File: src/logic/exc_pkg.sv
// Purpose: Shared constants and types for exception stacking and sleep logic
// Assumes: 32-bit APB, word-aligned registers, byte addresses below
// Notes:   Register map and bit positions are local to this block
// Contract
// - Exception entry pushes eight 32-bit words: status, return, link, R12, R3-R0.
// - Thread mode picks main or process stack from the select bit.
// - Handler mode always uses the main stack, also when nesting.
// - Stack pointer decrements on push and addresses the last pushed word.
// - All eight writes finish before handler mode begins.
// - Wakeup controller wakes the core on any enabled wake source; in event sleep with the priority mask bit set, the code ignores interrupts.
// - Wait-for-interrupt or wait-for-event puts the core to sleep or deep sleep.
// - Event sleep wakes on interrupt only with mask clear; interrupt sleep ignores mask.
// - Wait-for-event sleeps by the event latch and wakes on core events.
// - Interrupt sleep never wakes on an event from the other core.
// - Deep sleep wakes only from watchdog, clock, GPIO and comparator sources, or on an event when entered by wait-for-event.
// - Reset clears the event latch.
// - Wakeup events and exception returns set the event latch.
// - Wait-for-event clears the latch unless an event arrives in the same cycle; a set latch means no sleep.
// - Software cannot read or write the event latch.
// - Priority mask bit set blocks servicing; requests stay pending.
package exc_pkg;

  localparam int             IRQ_N       = 8;
  localparam int             STACK_DEPTH = 64;
  localparam int             ADDR_LSB    = 2;
  localparam int             FRAME_WORDS = 8;
  localparam logic [2:0]     FRAME_LAST  = 3'h7;
  localparam logic [3:0]     DEPTH_ONE   = 4'h1;
  localparam logic [3:0]     DEPTH_MAX   = 4'hF;
  // Watchdog, clock, GPIO, comparator on sources 0..3
  localparam logic [IRQ_N-1:0] DEEP_WAKE_MASK = 8'h0F;

  localparam logic [31:0]    SP_STEP     = 32'h0000_0004;
  localparam logic [31:0]    MAIN_SP_RST = 32'h0000_0100;
  localparam logic [31:0]    PROC_SP_RST = 32'h0000_00C0;
  localparam logic [31:0]    ZERO_WORD   = 32'h0000_0000;

  localparam logic [7:0]     OFS_CTRL    = 8'h00;
  localparam logic [7:0]     OFS_CMD     = 8'h04;
  localparam logic [7:0]     OFS_STATUS  = 8'h08;
  localparam logic [7:0]     OFS_MAIN_SP = 8'h0C;
  localparam logic [7:0]     OFS_PROC_SP = 8'h10;
  localparam logic [7:0]     OFS_IRQ_EN  = 8'h14;
  localparam logic [7:0]     OFS_FRAME   = 8'h20;

  localparam int             CTRL_SPSEL  = 0;
  localparam int             CTRL_MASK   = 1;
  localparam int             CTRL_DEEP   = 2;
  localparam logic [2:0]     CTRL_RST    = 3'h0;

  localparam int             CMD_EXC     = 0;
  localparam int             CMD_RET     = 1;
  localparam int             CMD_WAIT_IRQ = 2;
  localparam int             CMD_WAIT_EVT = 3;

  typedef enum logic [1:0] {
    ST_RUN   = 2'h0,
    ST_PUSH  = 2'h1,
    ST_POP   = 2'h3,
    ST_SLEEP = 2'h2
  } core_state_t;

  typedef struct packed {
    logic [22:0] rsvd;
    logic [3:0]  depth;
    logic        sp_proc;
    logic        deep;
    logic        sleeping;
    logic        popping;
    logic        pushing;
  } status_t;

endpackage

File: src/logic/wake_ctrl.sv
// Purpose: Wakeup controller deciding when a sleeping core returns to active
// Assumes: Pending vector already gated by the per-source enables
// Notes:   Purely combinational; caller qualifies with its sleep state
module wake_ctrl #(
  parameter int               IRQ_N     = exc_pkg::IRQ_N,
  parameter logic [IRQ_N-1:0] DEEP_MASK = exc_pkg::DEEP_WAKE_MASK
) (
  input  wire logic [IRQ_N-1:0] pend,
  input  wire logic             deep,
  input  wire logic             by_evt,
  input  wire logic             priority_mask_bit,
  input  wire logic             event_in,
  output logic                  wake
);

  logic [IRQ_N-1:0] src;
  logic             irq_ok;

  assign src = deep ? (pend & DEEP_MASK) : pend;

  assign irq_ok = (|src) && (!by_evt || !priority_mask_bit);

  assign wake = irq_ok || (by_evt && event_in);

endmodule // wake_ctrl

File: src/logic/exc_stack_sleep.sv
// Purpose: Exception stacking, stack pointer select, sleep and event latch
// Assumes: APB master per protocol; irq_src and event_in synchronous to pclk
// Notes:   Stack frame kept in a local word array addressed by the pointers
//
// Our own choices: the placing of the registers and the APB interface to the registers.
module exc_stack_sleep #(
  parameter int               IRQ_N       = exc_pkg::IRQ_N,
  parameter int               STACK_DEPTH = exc_pkg::STACK_DEPTH,
  parameter logic [IRQ_N-1:0] DEEP_MASK   = exc_pkg::DEEP_WAKE_MASK
) (
  input  wire logic             pclk,
  input  wire logic             presetn,
  input  wire logic             psel,
  input  wire logic             penable,
  input  wire logic             pwrite,
  input  wire logic [7:0]       paddr,
  input  wire logic [31:0]      pwdata,
  output logic      [31:0]      prdata,
  output logic                  pready,
  output logic                  pslverr,
  input  wire logic [IRQ_N-1:0] irq_src,
  input  wire logic             event_in,
  output logic                  handler_mode,
  output logic                  sleeping,
  output logic                  deep_sleeping,
  output logic                  wake,
  output logic                  stacking
);

  localparam int SW = $clog2(STACK_DEPTH);

  exc_pkg::core_state_t state_r;
  exc_pkg::core_state_t state_nxt;
  exc_pkg::status_t     status;

  logic [2:0]       cnt_r;
  logic [31:0]      main_sp_r;
  logic [31:0]      proc_sp_r;
  logic [2:0]       ctrl_r;
  logic [IRQ_N-1:0] irq_en_r;
  logic [3:0]       depth_r;
  logic             thread_proc_r;
  logic             sleep_evt_r;
  logic             deep_r;
  logic             event_r;
  logic             sw_pend_r;
  logic [31:0]      prdata_r;
  logic [31:0]      frame_r [exc_pkg::FRAME_WORDS];
  logic [31:0]      stack_mem [STACK_DEPTH];

  logic             wr_acc;
  logic             cmd_wr;
  logic             cmd_exc;
  logic             cmd_ret;
  logic             cmd_wait_irq;
  logic             cmd_wait_evt;
  logic             handler;
  logic             priority_mask_bit;
  logic [IRQ_N-1:0] pend;
  logic             take;
  logic             go_pop;
  logic             go_push;
  logic             irq_wait_exec;
  logic             evt_wait_exec;
  logic             cur_proc;
  logic [31:0]      cur_sp;
  logic [31:0]      push_data;
  logic             last_beat;
  logic             wake_raw;
  logic [31:0]      rd_word;

  function automatic logic [SW-1:0] word_idx(input logic [31:0] a);
    word_idx = a[exc_pkg::ADDR_LSB +: SW];
  endfunction

  function automatic logic frame_hit(input logic [7:0] a);
    frame_hit = (a[7:5] == exc_pkg::OFS_FRAME[7:5]);
  endfunction

  function automatic logic reg_hit(input logic [7:0] a);
    reg_hit = (a == exc_pkg::OFS_CTRL) || (a == exc_pkg::OFS_CMD) ||
              (a == exc_pkg::OFS_STATUS) || (a == exc_pkg::OFS_MAIN_SP) ||
              (a == exc_pkg::OFS_PROC_SP) || (a == exc_pkg::OFS_IRQ_EN) ||
              frame_hit(a);
  endfunction

  // Bus decode
  assign wr_acc  = psel && penable && pwrite;
  assign cmd_wr  = wr_acc && (paddr == exc_pkg::OFS_CMD);
  assign cmd_exc = cmd_wr && pwdata[exc_pkg::CMD_EXC];
  assign cmd_ret = cmd_wr && pwdata[exc_pkg::CMD_RET];
  assign cmd_wait_irq = cmd_wr && pwdata[exc_pkg::CMD_WAIT_IRQ];
  assign cmd_wait_evt = cmd_wr && pwdata[exc_pkg::CMD_WAIT_EVT];

  assign handler   = (depth_r != 4'h0);
  assign priority_mask_bit = ctrl_r[exc_pkg::CTRL_MASK];
  assign pend      = irq_src & irq_en_r;
  assign last_beat = (cnt_r == exc_pkg::FRAME_LAST);

  assign take = !priority_mask_bit && (depth_r != exc_pkg::DEPTH_MAX) &&
                (sw_pend_r || (!handler && (|pend)));

  assign go_pop   = (state_r == exc_pkg::ST_RUN) && cmd_ret && handler;
  assign go_push  = (state_r == exc_pkg::ST_RUN) && !go_pop && take;
  assign irq_wait_exec = (state_r == exc_pkg::ST_RUN) && !go_pop && !go_push && cmd_wait_irq;
  assign evt_wait_exec = (state_r == exc_pkg::ST_RUN) && !go_pop && !go_push &&
                         !cmd_wait_irq && cmd_wait_evt;

  always_comb begin
    if (state_r == exc_pkg::ST_POP) begin
      cur_proc = (depth_r == exc_pkg::DEPTH_ONE) && thread_proc_r;
    end else begin
      cur_proc = !handler && ctrl_r[exc_pkg::CTRL_SPSEL];
    end
  end

  assign cur_sp    = cur_proc ? proc_sp_r : main_sp_r;
  assign push_data = frame_r[cnt_r];

  wake_ctrl #(
    .IRQ_N     (IRQ_N),
    .DEEP_MASK (DEEP_MASK)
  ) u_wake (
    .pend     (pend),
    .deep     (deep_r),
    .by_evt            (sleep_evt_r),
    .priority_mask_bit (priority_mask_bit),
    .event_in (event_in),
    .wake     (wake_raw)
  );

  always_comb begin
    state_nxt = state_r;
    case (state_r)
      exc_pkg::ST_RUN: begin
        if (go_pop) begin
          state_nxt = exc_pkg::ST_POP;
        end else if (go_push) begin
          state_nxt = exc_pkg::ST_PUSH;
        end else if (irq_wait_exec || (evt_wait_exec && !event_r)) begin
          state_nxt = exc_pkg::ST_SLEEP;
        end
      end
      exc_pkg::ST_PUSH, exc_pkg::ST_POP: begin
        if (last_beat) begin
          state_nxt = exc_pkg::ST_RUN;
        end
      end
      exc_pkg::ST_SLEEP: begin
        if (wake_raw) begin
          state_nxt = exc_pkg::ST_RUN;
        end
      end
      default: state_nxt = exc_pkg::ST_RUN;
    endcase
  end

  always_ff @(posedge pclk or negedge presetn) begin
    if (!presetn) begin
      state_r <= exc_pkg::ST_RUN;
    end else begin
      state_r <= state_nxt;
    end
  end

  // Beat counter for the eight frame words
  always_ff @(posedge pclk or negedge presetn) begin
    if (!presetn) begin
      cnt_r <= 3'h0;
    end else if (state_r == exc_pkg::ST_PUSH || state_r == exc_pkg::ST_POP) begin
      cnt_r <= cnt_r + 3'h1;
    end else begin
      cnt_r <= 3'h0;
    end
  end

  // word written below the active pointer
  always_ff @(posedge pclk) begin
    if (state_r == exc_pkg::ST_PUSH) begin
      stack_mem[word_idx(cur_sp - exc_pkg::SP_STEP)] <= push_data;
    end
  end

  // pointers move one word per beat
  always_ff @(posedge pclk or negedge presetn) begin
    if (!presetn) begin
      main_sp_r <= exc_pkg::MAIN_SP_RST;
      proc_sp_r <= exc_pkg::PROC_SP_RST;
    end else if (state_r == exc_pkg::ST_PUSH) begin
      if (cur_proc) begin
        proc_sp_r <= cur_sp - exc_pkg::SP_STEP;
      end else begin
        main_sp_r <= cur_sp - exc_pkg::SP_STEP;
      end
    end else if (state_r == exc_pkg::ST_POP) begin
      if (cur_proc) begin
        proc_sp_r <= cur_sp + exc_pkg::SP_STEP;
      end else begin
        main_sp_r <= cur_sp + exc_pkg::SP_STEP;
      end
    end else if (wr_acc && paddr == exc_pkg::OFS_MAIN_SP) begin
      main_sp_r <= pwdata;
    end else if (wr_acc && paddr == exc_pkg::OFS_PROC_SP) begin
      proc_sp_r <= pwdata;
    end
  end

  always_ff @(posedge pclk or negedge presetn) begin
    if (!presetn) begin
      for (int i = 0; i < exc_pkg::FRAME_WORDS; i++) begin
        frame_r[i] <= exc_pkg::ZERO_WORD;
      end
    end else if (state_r == exc_pkg::ST_POP) begin
      frame_r[exc_pkg::FRAME_LAST - cnt_r] <= stack_mem[word_idx(cur_sp)];
    end else if (state_r == exc_pkg::ST_RUN && wr_acc && frame_hit(paddr)) begin
      frame_r[paddr[4:2]] <= pwdata;
    end
  end

  // handler mode only after the last push
  always_ff @(posedge pclk or negedge presetn) begin
    if (!presetn) begin
      depth_r       <= 4'h0;
      thread_proc_r <= 1'b0;
    end else begin
      if (go_push && !handler) begin
        thread_proc_r <= ctrl_r[exc_pkg::CTRL_SPSEL];
      end
      if (state_r == exc_pkg::ST_PUSH && last_beat) begin
        depth_r <= depth_r + 4'h1;
      end else if (state_r == exc_pkg::ST_POP && last_beat) begin
        depth_r <= depth_r - 4'h1;
      end
    end
  end

  // Software exception request, set wins over consume
  always_ff @(posedge pclk or negedge presetn) begin
    if (!presetn) begin
      sw_pend_r <= 1'b0;
    end else begin
      sw_pend_r <= cmd_exc || (sw_pend_r && !go_push);
    end
  end

  always_ff @(posedge pclk or negedge presetn) begin
    if (!presetn) begin
      sleep_evt_r <= 1'b0;
      deep_r      <= 1'b0;
    end else if (state_r == exc_pkg::ST_RUN && state_nxt == exc_pkg::ST_SLEEP) begin
      sleep_evt_r <= !irq_wait_exec;
      deep_r      <= ctrl_r[exc_pkg::CTRL_DEEP];
    end
  end

  always_ff @(posedge pclk or negedge presetn) begin
    if (!presetn) begin
      event_r <= 1'b0;
    end else if (event_in || (state_r == exc_pkg::ST_POP && last_beat)) begin
      event_r <= 1'b1;
    end else if (evt_wait_exec) begin
      event_r <= 1'b0;
    end
  end

  always_ff @(posedge pclk or negedge presetn) begin
    if (!presetn) begin
      ctrl_r   <= exc_pkg::CTRL_RST;
      irq_en_r <= '0;
    end else if (wr_acc && paddr == exc_pkg::OFS_CTRL) begin
      ctrl_r <= pwdata[2:0];
    end else if (wr_acc && paddr == exc_pkg::OFS_IRQ_EN) begin
      irq_en_r <= pwdata[IRQ_N-1:0];
    end
  end

  always_comb begin
    status          = '0;
    status.depth    = depth_r;
    status.sp_proc  = cur_proc;
    status.deep     = (state_r == exc_pkg::ST_SLEEP) && deep_r;
    status.sleeping = (state_r == exc_pkg::ST_SLEEP);
    status.popping  = (state_r == exc_pkg::ST_POP);
    status.pushing  = (state_r == exc_pkg::ST_PUSH);
  end

  // no path to the event latch
  always_comb begin
    rd_word = exc_pkg::ZERO_WORD;
    if (frame_hit(paddr)) begin
      rd_word = frame_r[paddr[4:2]];
    end else begin
      case (paddr)
        exc_pkg::OFS_CTRL:   rd_word = {29'h0, ctrl_r};
        exc_pkg::OFS_STATUS: rd_word = status;
        exc_pkg::OFS_MAIN_SP: rd_word = main_sp_r;
        exc_pkg::OFS_PROC_SP: rd_word = proc_sp_r;
        exc_pkg::OFS_IRQ_EN: rd_word = {{(32-IRQ_N){1'b0}}, irq_en_r};
        default:             rd_word = exc_pkg::ZERO_WORD;
      endcase
    end
  end

  // Read data captured in the setup phase
  always_ff @(posedge pclk or negedge presetn) begin
    if (!presetn) begin
      prdata_r <= exc_pkg::ZERO_WORD;
    end else if (psel && !penable) begin
      prdata_r <= rd_word;
    end
  end

  assign prdata        = prdata_r;
  assign pready        = 1'b1;
  assign pslverr       = psel && penable && !reg_hit(paddr);
  assign handler_mode  = handler;
  assign sleeping      = (state_r == exc_pkg::ST_SLEEP);
  assign deep_sleeping = sleeping && deep_r;
  assign wake          = sleeping && wake_raw;
  assign stacking      = (state_r == exc_pkg::ST_PUSH) || (state_r == exc_pkg::ST_POP);
endmodule // exc_stack_sleep

File: config.mk
export PLATFORM = sky130hd
export DESIGN_NAME = exc_stack_sleep
export DESIGN_NICKNAME = d
export VERILOG_FILES = /design/src/logic/exc_pkg.sv /design/src/logic/wake_ctrl.sv /design/src/logic/exc_stack_sleep.sv
export SDC_FILE = /design/constraint.sdc
export NUM_CORES = 2
export LEC_CHECK = 0
export BUFFER_PORTS_ARGS = -buffer_cell sky130_fd_sc_hd__buf_2
export CORE_ASPECT_RATIO = 0.5
export CORE_UTILIZATION = 57
export CTS_CLUSTER_SIZE = 20
export DETAILED_ROUTE_END_ITERATION = 6
export GPL_ROUTABILITY_DRIVEN = 0
export HOLD_SLACK_MARGIN = 0.02
export PLACE_DENSITY = 0.73
export SETUP_SLACK_MARGIN = 0.1
export SYNTH_ARGS = -nofsm -noshare
export SYNTH_HDL_FRONTEND = slang
export SYNTH_SLANG_ARGS = --single-unit
File: constraint.sdc
create_clock -name pclk -period 10.1 [get_ports pclk]
set_input_delay 1.515 -clock pclk [delete_from_list [all_inputs] [get_ports pclk]]
set_output_delay 1.515 -clock pclk [all_outputs]
set_load 0.01 [all_outputs]
# Word-level counts from Yosys, hierarchy flattened
# Memories as Yosys holds them, arrays and structs flattened.
# Index checks and enable logic that the tools add are counted.
# Widths: inputs -> output; s select.
word_totals:
  register_bits: 377
  mem_bits_rw: 2048
  input_bits: 54
  output_inout_bits: 39
  word_cells: 176
  n_memories: 1
op_classes:
  n_addsub: 6
  magnitude_cmp: 5
  n_eq_ne: 18
  n_mux: 43
  n_bitwise: 5
  n_reduce_logical: 77
memory_table:
  columns: ["name", "words", "word_bits", "read_ports", "rd_ports_with_merged_regs", "write_ports", "line", "source"]
  rows:
  - ["stack_mem", 64, 32, 1, 0, 1, "exc_stack_sleep.sv:49", "logic [31:0] stack_mem [STACK_DEPTH];"]
ops:
  columns: ["op", "count"]
  rows:
  - ["$mux 32", 19]
  - ["$bwmux 256", 2]
  - ["$mux 256", 2]
  - ["$bmux 32 s3", 2]
  - ["$demux 32 s3", 2]
  - ["$pmux 32 s5", 1]
  - ["$logic_and 1x1->1", 40]
  - ["$add 32x3->32 const B", 1]
  - ["$sub 32x3->32 const B", 1]
  - ["$eq 8x4->1 const B", 2]
  - ["$eq 8x5->1 const B", 2]
  - ["$reduce_or 8->1", 2]
  - ["$logic_or 1x1->1", 13]
  - ["$ge 4x4->1 const B", 3]
  - ["$not 3->4", 3]
  - ["$logic_not 1->1", 10]
  - ["$mux 2", 5]
  - ["$and 8x8->8", 1]
  - ["$eq 8x3->1 const B", 1]
  - ["$logic_not 8->1", 1]
  - ["$lt 4x1->1 const B", 2]
  - ["$mux 4", 2]
  - ["$mux 8", 1]
  - ["$eq 2x2->1 const B", 3]
  - ["24 further kinds", 33]

# Depth between registers and ports, before layout
logic_depth:
  ltp_word: 21
  mapped_depth: 20
  ltp_nobuf: 14

# Cells and area by module
# From an unflattened synthesis, not the netlist that was laid out.
hier_totals:
  hier_cells: 6979
  hier_area_um2: 100321.2
modules_own_cells:
  columns: ["mod", "instances", "cells_each", "area_per_inst_um2", "seq_area_each_um2"]
  rows:
  - ["exc_stack_sleep", 1, 6974, 100284.9, 70936.8]
  - ["wake_ctrl", 1, 5, 36.3, 0.0]

# Worst setup path before layout
# No wires, ideal clock.
synth_timing:
  path_kind: "reg2reg"
  from: "register depth_r[0]"
  to: "memory stack_mem[38][0], enable pin"
  arrival_ns: 4.803
  required_ns: 9.679
  setup_slack_ns: 4.876
  stages_incl_launch_ff: 18
  path_buffers: 7
  synth_period_minus_slack_ns: 5.224
  cell_sequence: "dfrtp_1 > inv_1 > ha_1 > and4bb_1 > buf_4 > mux2i_2 > and2_1 > buf_2 > buf_2 > buf_1 > buf_2 > buf_2 > ha_1 > inv_1 > xnor2_1 > or3_1 > clkbuf_1 > nor2_1"
synth_between:
  elab_chain_len: 6
  elab_cells_between_ends: 8
  cone_classes: "add/sub: 1; eq/ne: 1; mux: 2; reduce/logical: 4"
synth_rtl:
  columns: ["element", "line", "source"]
  rows:
  - ["start: declaration", "exc_stack_sleep.sv:41", "logic [3:0] depth_r;"]
  - ["start signal: assignment", "exc_stack_sleep.sv:230", "depth_r <= depth_r + 4'h1;"]
  - ["start signal: assignment", "exc_stack_sleep.sv:232", "depth_r <= depth_r - 4'h1;"]
  - ["$reduce_bool 4->1", "exc_stack_sleep.sv:95", "assign handler = (depth_r != 4'h0);"]
  - ["$logic_not 1->1", "exc_stack_sleep.sv:113", "cur_proc = !handler && ctrl_r[exc_pkg::CTRL_SPSEL];"]
  - ["$logic_and 1x1->1", "exc_stack_sleep.sv:113", null]
  - ["$mux 1 *", "exc_stack_sleep.sv:110", "if (state_r == exc_pkg::ST_POP) begin"]
  - ["$mux 32 *", "exc_stack_sleep.sv:117", "assign cur_sp = cur_proc ? proc_sp_r : main_sp_r;"]
  - ["$sub 32x3->32 *", null, null]
  - ["end: declaration", "exc_stack_sleep.sv:49", null]
# Mark *: on every way between the ends. The rest lies on a longest branch, timed or not.

# Worst setup path after layout
layout_timing:
  from: "register depth_r[1]"
  to: "memory stack_mem[5][0], enable pin"
# The elaborated chain is that of the path after synthesis.

==> summary.md <==
| Metric | Value |
|---|---|
| Worst path depth | 11 |
| RSZ-0062 raised after global routing | no |
| Min cycle time layout | 6.54 ns |
| Pwr dens | 245 nW/um^2 |
| Worst hold path class | reg -> reg |
| Root Buffer Master | clkbuf_16 |
| Vias per cell | 7.27 |
| Crit path max-delay cell type | nor2_4 |
| DP HPWL | 186 mm |
| Synthesized area | approximately 100000 um^2 |
| IO Pins | between 90 and 100 |
| Congestion Overflow GR | 0 |
| Synthesized instance count | roughly 7200 |
| # Post-CTS Setup Buffers | 0 |
| Hold buffers post-CTS | 0 |
| Critical path, cell by cell | inv_1 -> ha_1 -> and4bb_1 -> mux2_2 -> buf_4 -> and2_4 -> ha_1 -> nand2b_1 -> xnor2_1 -> nand3_1 -> nor2_4 |
| Post-synthesis async set-or-reset flop share | 0.155 |
| Worst-path fanout max | 59 |
| Initial Util | 0.579 |
| Via count | between 70000 and 80000 |
| Crit. End Element | register |
| Main synth FF type | edfxtp_1 |
| Area Growth Syn to Fin | 10.2% |
| Reg2Reg Capture Point | stack_mem[5][0] |
| Syn Nets | roughly 7300 |
| Max-cap violations | 0 |
| Post-synth EDFFs | around 2000 |
| Die outline width | approximately 600 um |
| Startpoint types | register |
| Skew final | 0.0656 ns |
| Iter 0 DRT Violations | approximately 13000 |
| Wire length per cell | 33.6 um |
| Final Hold Fails | 0 |
| Setup violations, final | 0 |
| Total CTS buffers | 211 |
| Antenna-violating nets left | 0 |
| Crit Path Class | reg -> reg |
| P_leak | 0.0366 uW |
| Initial antenna violation count | 17 |
| Layout cells sized above 1 | 0.135 |
| Setup TNS | 0 ns |
| CP required | between 10 and 15 ns |
| Post-CTS sizing | 0 |
| Synth Area per Inst | 14.0 um^2 |
| Buf/Inv on CP | 2 |
| Iteration count of the initial detailed-routing pass | 7 |
| Worst path arrival time | around 7 ns |
| Top post-synthesis cells by area | edfxtp_1, dfrtp_1, o22ai_1 |
| Crit-path leading delay family | simple AND/OR/NAND/NOR gates |
| CTS tree | built |
| Worst setup path start | depth_r[1] |
| Clock transition at the registers of the reported paths | 0.06 ns |
| Worst Setup Slack, final | roughly 3.6 ns |
| Chip Height | ~300 um |
| DRC | 12 |
| Max stage delay on crit path | between 1 and 1.5 ns |
| R2R depth | 11 |
| Yosys warning count | 0 |
| Core Box Area | around 170000 um^2 |
| Failing checks | DRC |
| CTS max path bufs | 4 |
| FF+latch count, synth | 2425 |
| Vias in the first global route | approximately 66000 |
| Core Rows | between 100 and 150 |
| Most frequent CP cell | ha_1 |
| All-Layer GR Usage | 0.357 |
| Clock Sinks | roughly 2400 |
| Area share of the largest cell type after synthesis | 0.607 |
| Register area share after synthesis | 0.700 |
| Worst-Skew Late Latency | 0.90 ns |
| Tightest Pin Transition | 1.38 ns |
| Register-to-Register Setup Slack | around 3.6 ns |
| Synth unique cells | 93 |
| Outcome | finished, violations left |
| H-tree depth | 4 |
| Maximum VDD drop | between 0.15 and 0.2 mV |
| Tcrit/Tclk final | 0.648 |
| Largest net degree at the start of global routing | 175 |
| FMAX | 153 MHz |
| PortBufs | 91 |
| CP Capture Point | stack_mem[5][0] |
| Slew Viols, Final | 0 |
| Area leader, netlist | edfxtp_1 |
| Rel. slew slack | 0.0813 |
| Routed wire length | roughly 330 mm |
| Worst r2r src | depth_r[1] |
| Final #Nets | about 7200 |
| Die ar. | 180000 um^2 |
| Setup WS pre-CTS | roughly 3.6 ns |
| First-pass GRT wire length | between 400 and 500 mm |
-- cells in the mapped netlist (94+ instances only) --
cell type  count
edfxtp_1    2048
clkbuf_1     381
mux2_2       112
a31oi_1      122
buf_2         97
mux2i_1      174
a21oi_1      159
mux4_2        94
a211oi_1     141
o22ai_1      422
nand3_1      124
and3_1       193
nor3_1       250
dfrtp_1      374
nor2_1       290
o21ai_0      249
nand2_1      702
a22oi_1      160
-- cell families after synthesis --
logic type               Yosys count  share of synthesized area
flip-flops                      2425                      0.700
multiplexers                     393                     0.0524
buffers and inverters            655                     0.0270
XOR/XNOR                          40                    0.00346
AO/OA/AOI/OAI                   1875                      0.131
adder cells (fa/ha/maj)            8                   0.000988
other                              1                  0.0000370
AND/OR/NAND/NOR                 1834                     0.0853
-- cells in the final DEF, fill, tap and decap left out, types with 76 or more instances in the layout --
cell type,n
edfxtp_1,2048
nand3_1,120
mux4_2,94
buf_4,212
a222oi_1,83
nand2_1,694
a221o_1,76
mux2_2,111
a21oi_1,153
mux2i_1,165
a211oi_1,135
and3_1,192
o21ai_0,244
a31oi_1,117
nor3_1,250
nor2_1,221
buf_2,88
dfrtp_1,369
clkbuf_16,216
o22ai_1,413
a22oi_1,159
-- flip-flops by register name, summed over array words and instances (netlist names) --
name	flops
stack_mem	2048
frame_r	256
main_sp_r	32
prdata	32
proc_sp_r	32
irq_en_r	8
depth_r	4
cnt_r	3
ctrl_r	3
state_r	2
deep_r	1
event_r	1
sleep_evt_r	1
sw_pend_r	1
thread_proc_r	1
-- area by class of cell --
class | instances | area (um^2)
Antenna cell | 6 | 15.0
Clock buffer | 281 | 5710
Clock inverter | 100 | 783
Fill cell | 12400 | 63400
Inverter | 74 | 285
Multi-Input combinational cell | 4151 | 28700
Sequential cell | 2425 | 70900
Tap cell | 2365 | 2960
Timing Repair Buffer | 306 | 2150
-- report_power, final --
part | internal [uW] | switching [uW]
clock | 4260 | 3630
combinational | 2030 | 6170
sequential | 11100 | 195
total | 17400 | 9990
-- how the worst min path moves through the flow --
stage	start	end	slack [ns]	depth (start not counted)
final	event_r	sleep_evt_r	0.47	1
after global routing	prdata[9]	prdata[9]	0.50	2
after CTS	event_r	sleep_evt_r	0.47	1
after detailed placement	prdata[17]	prdata[17]	0.47	2
after global placement	prdata[20]	prdata[20]	0.46	2
after floorplan	event_r	sleep_evt_r	0.44	1
-- stage by stage --
| step | power, uW | utilization | cells | hold slack (ns) | cell area (um^2) |
|---|---|---|---|---|---|
| after floorplan | 15800 | - | 7231 | 0.439 | 101000 |
| after global placement | 19100 | 0.601 | 9321 | 0.455 | 105000 |
| after detailed placement | 19200 | 0.601 | 9321 | 0.467 | 105000 |
| after CTS | 26900 | 0.638 | 9702 | 0.472 | 112000 |
| after global routing | 27900 | 0.638 | 9703 | 0.497 | 112000 |
| final | 27400 | 0.638 | 9708 | 0.471 | 112000 |
-- routing by layer --
layer,vias to the layer above,share of wire,GRT usage
met3,1063,0.17,0.148
li1,28600,-,-
met1,35000,0.36,0.487
met5,-,0.00038,0
met4,8,0.056,0.170
met2,5905,0.42,0.500
Note: power is estimated with default switching activity, not from simulation.
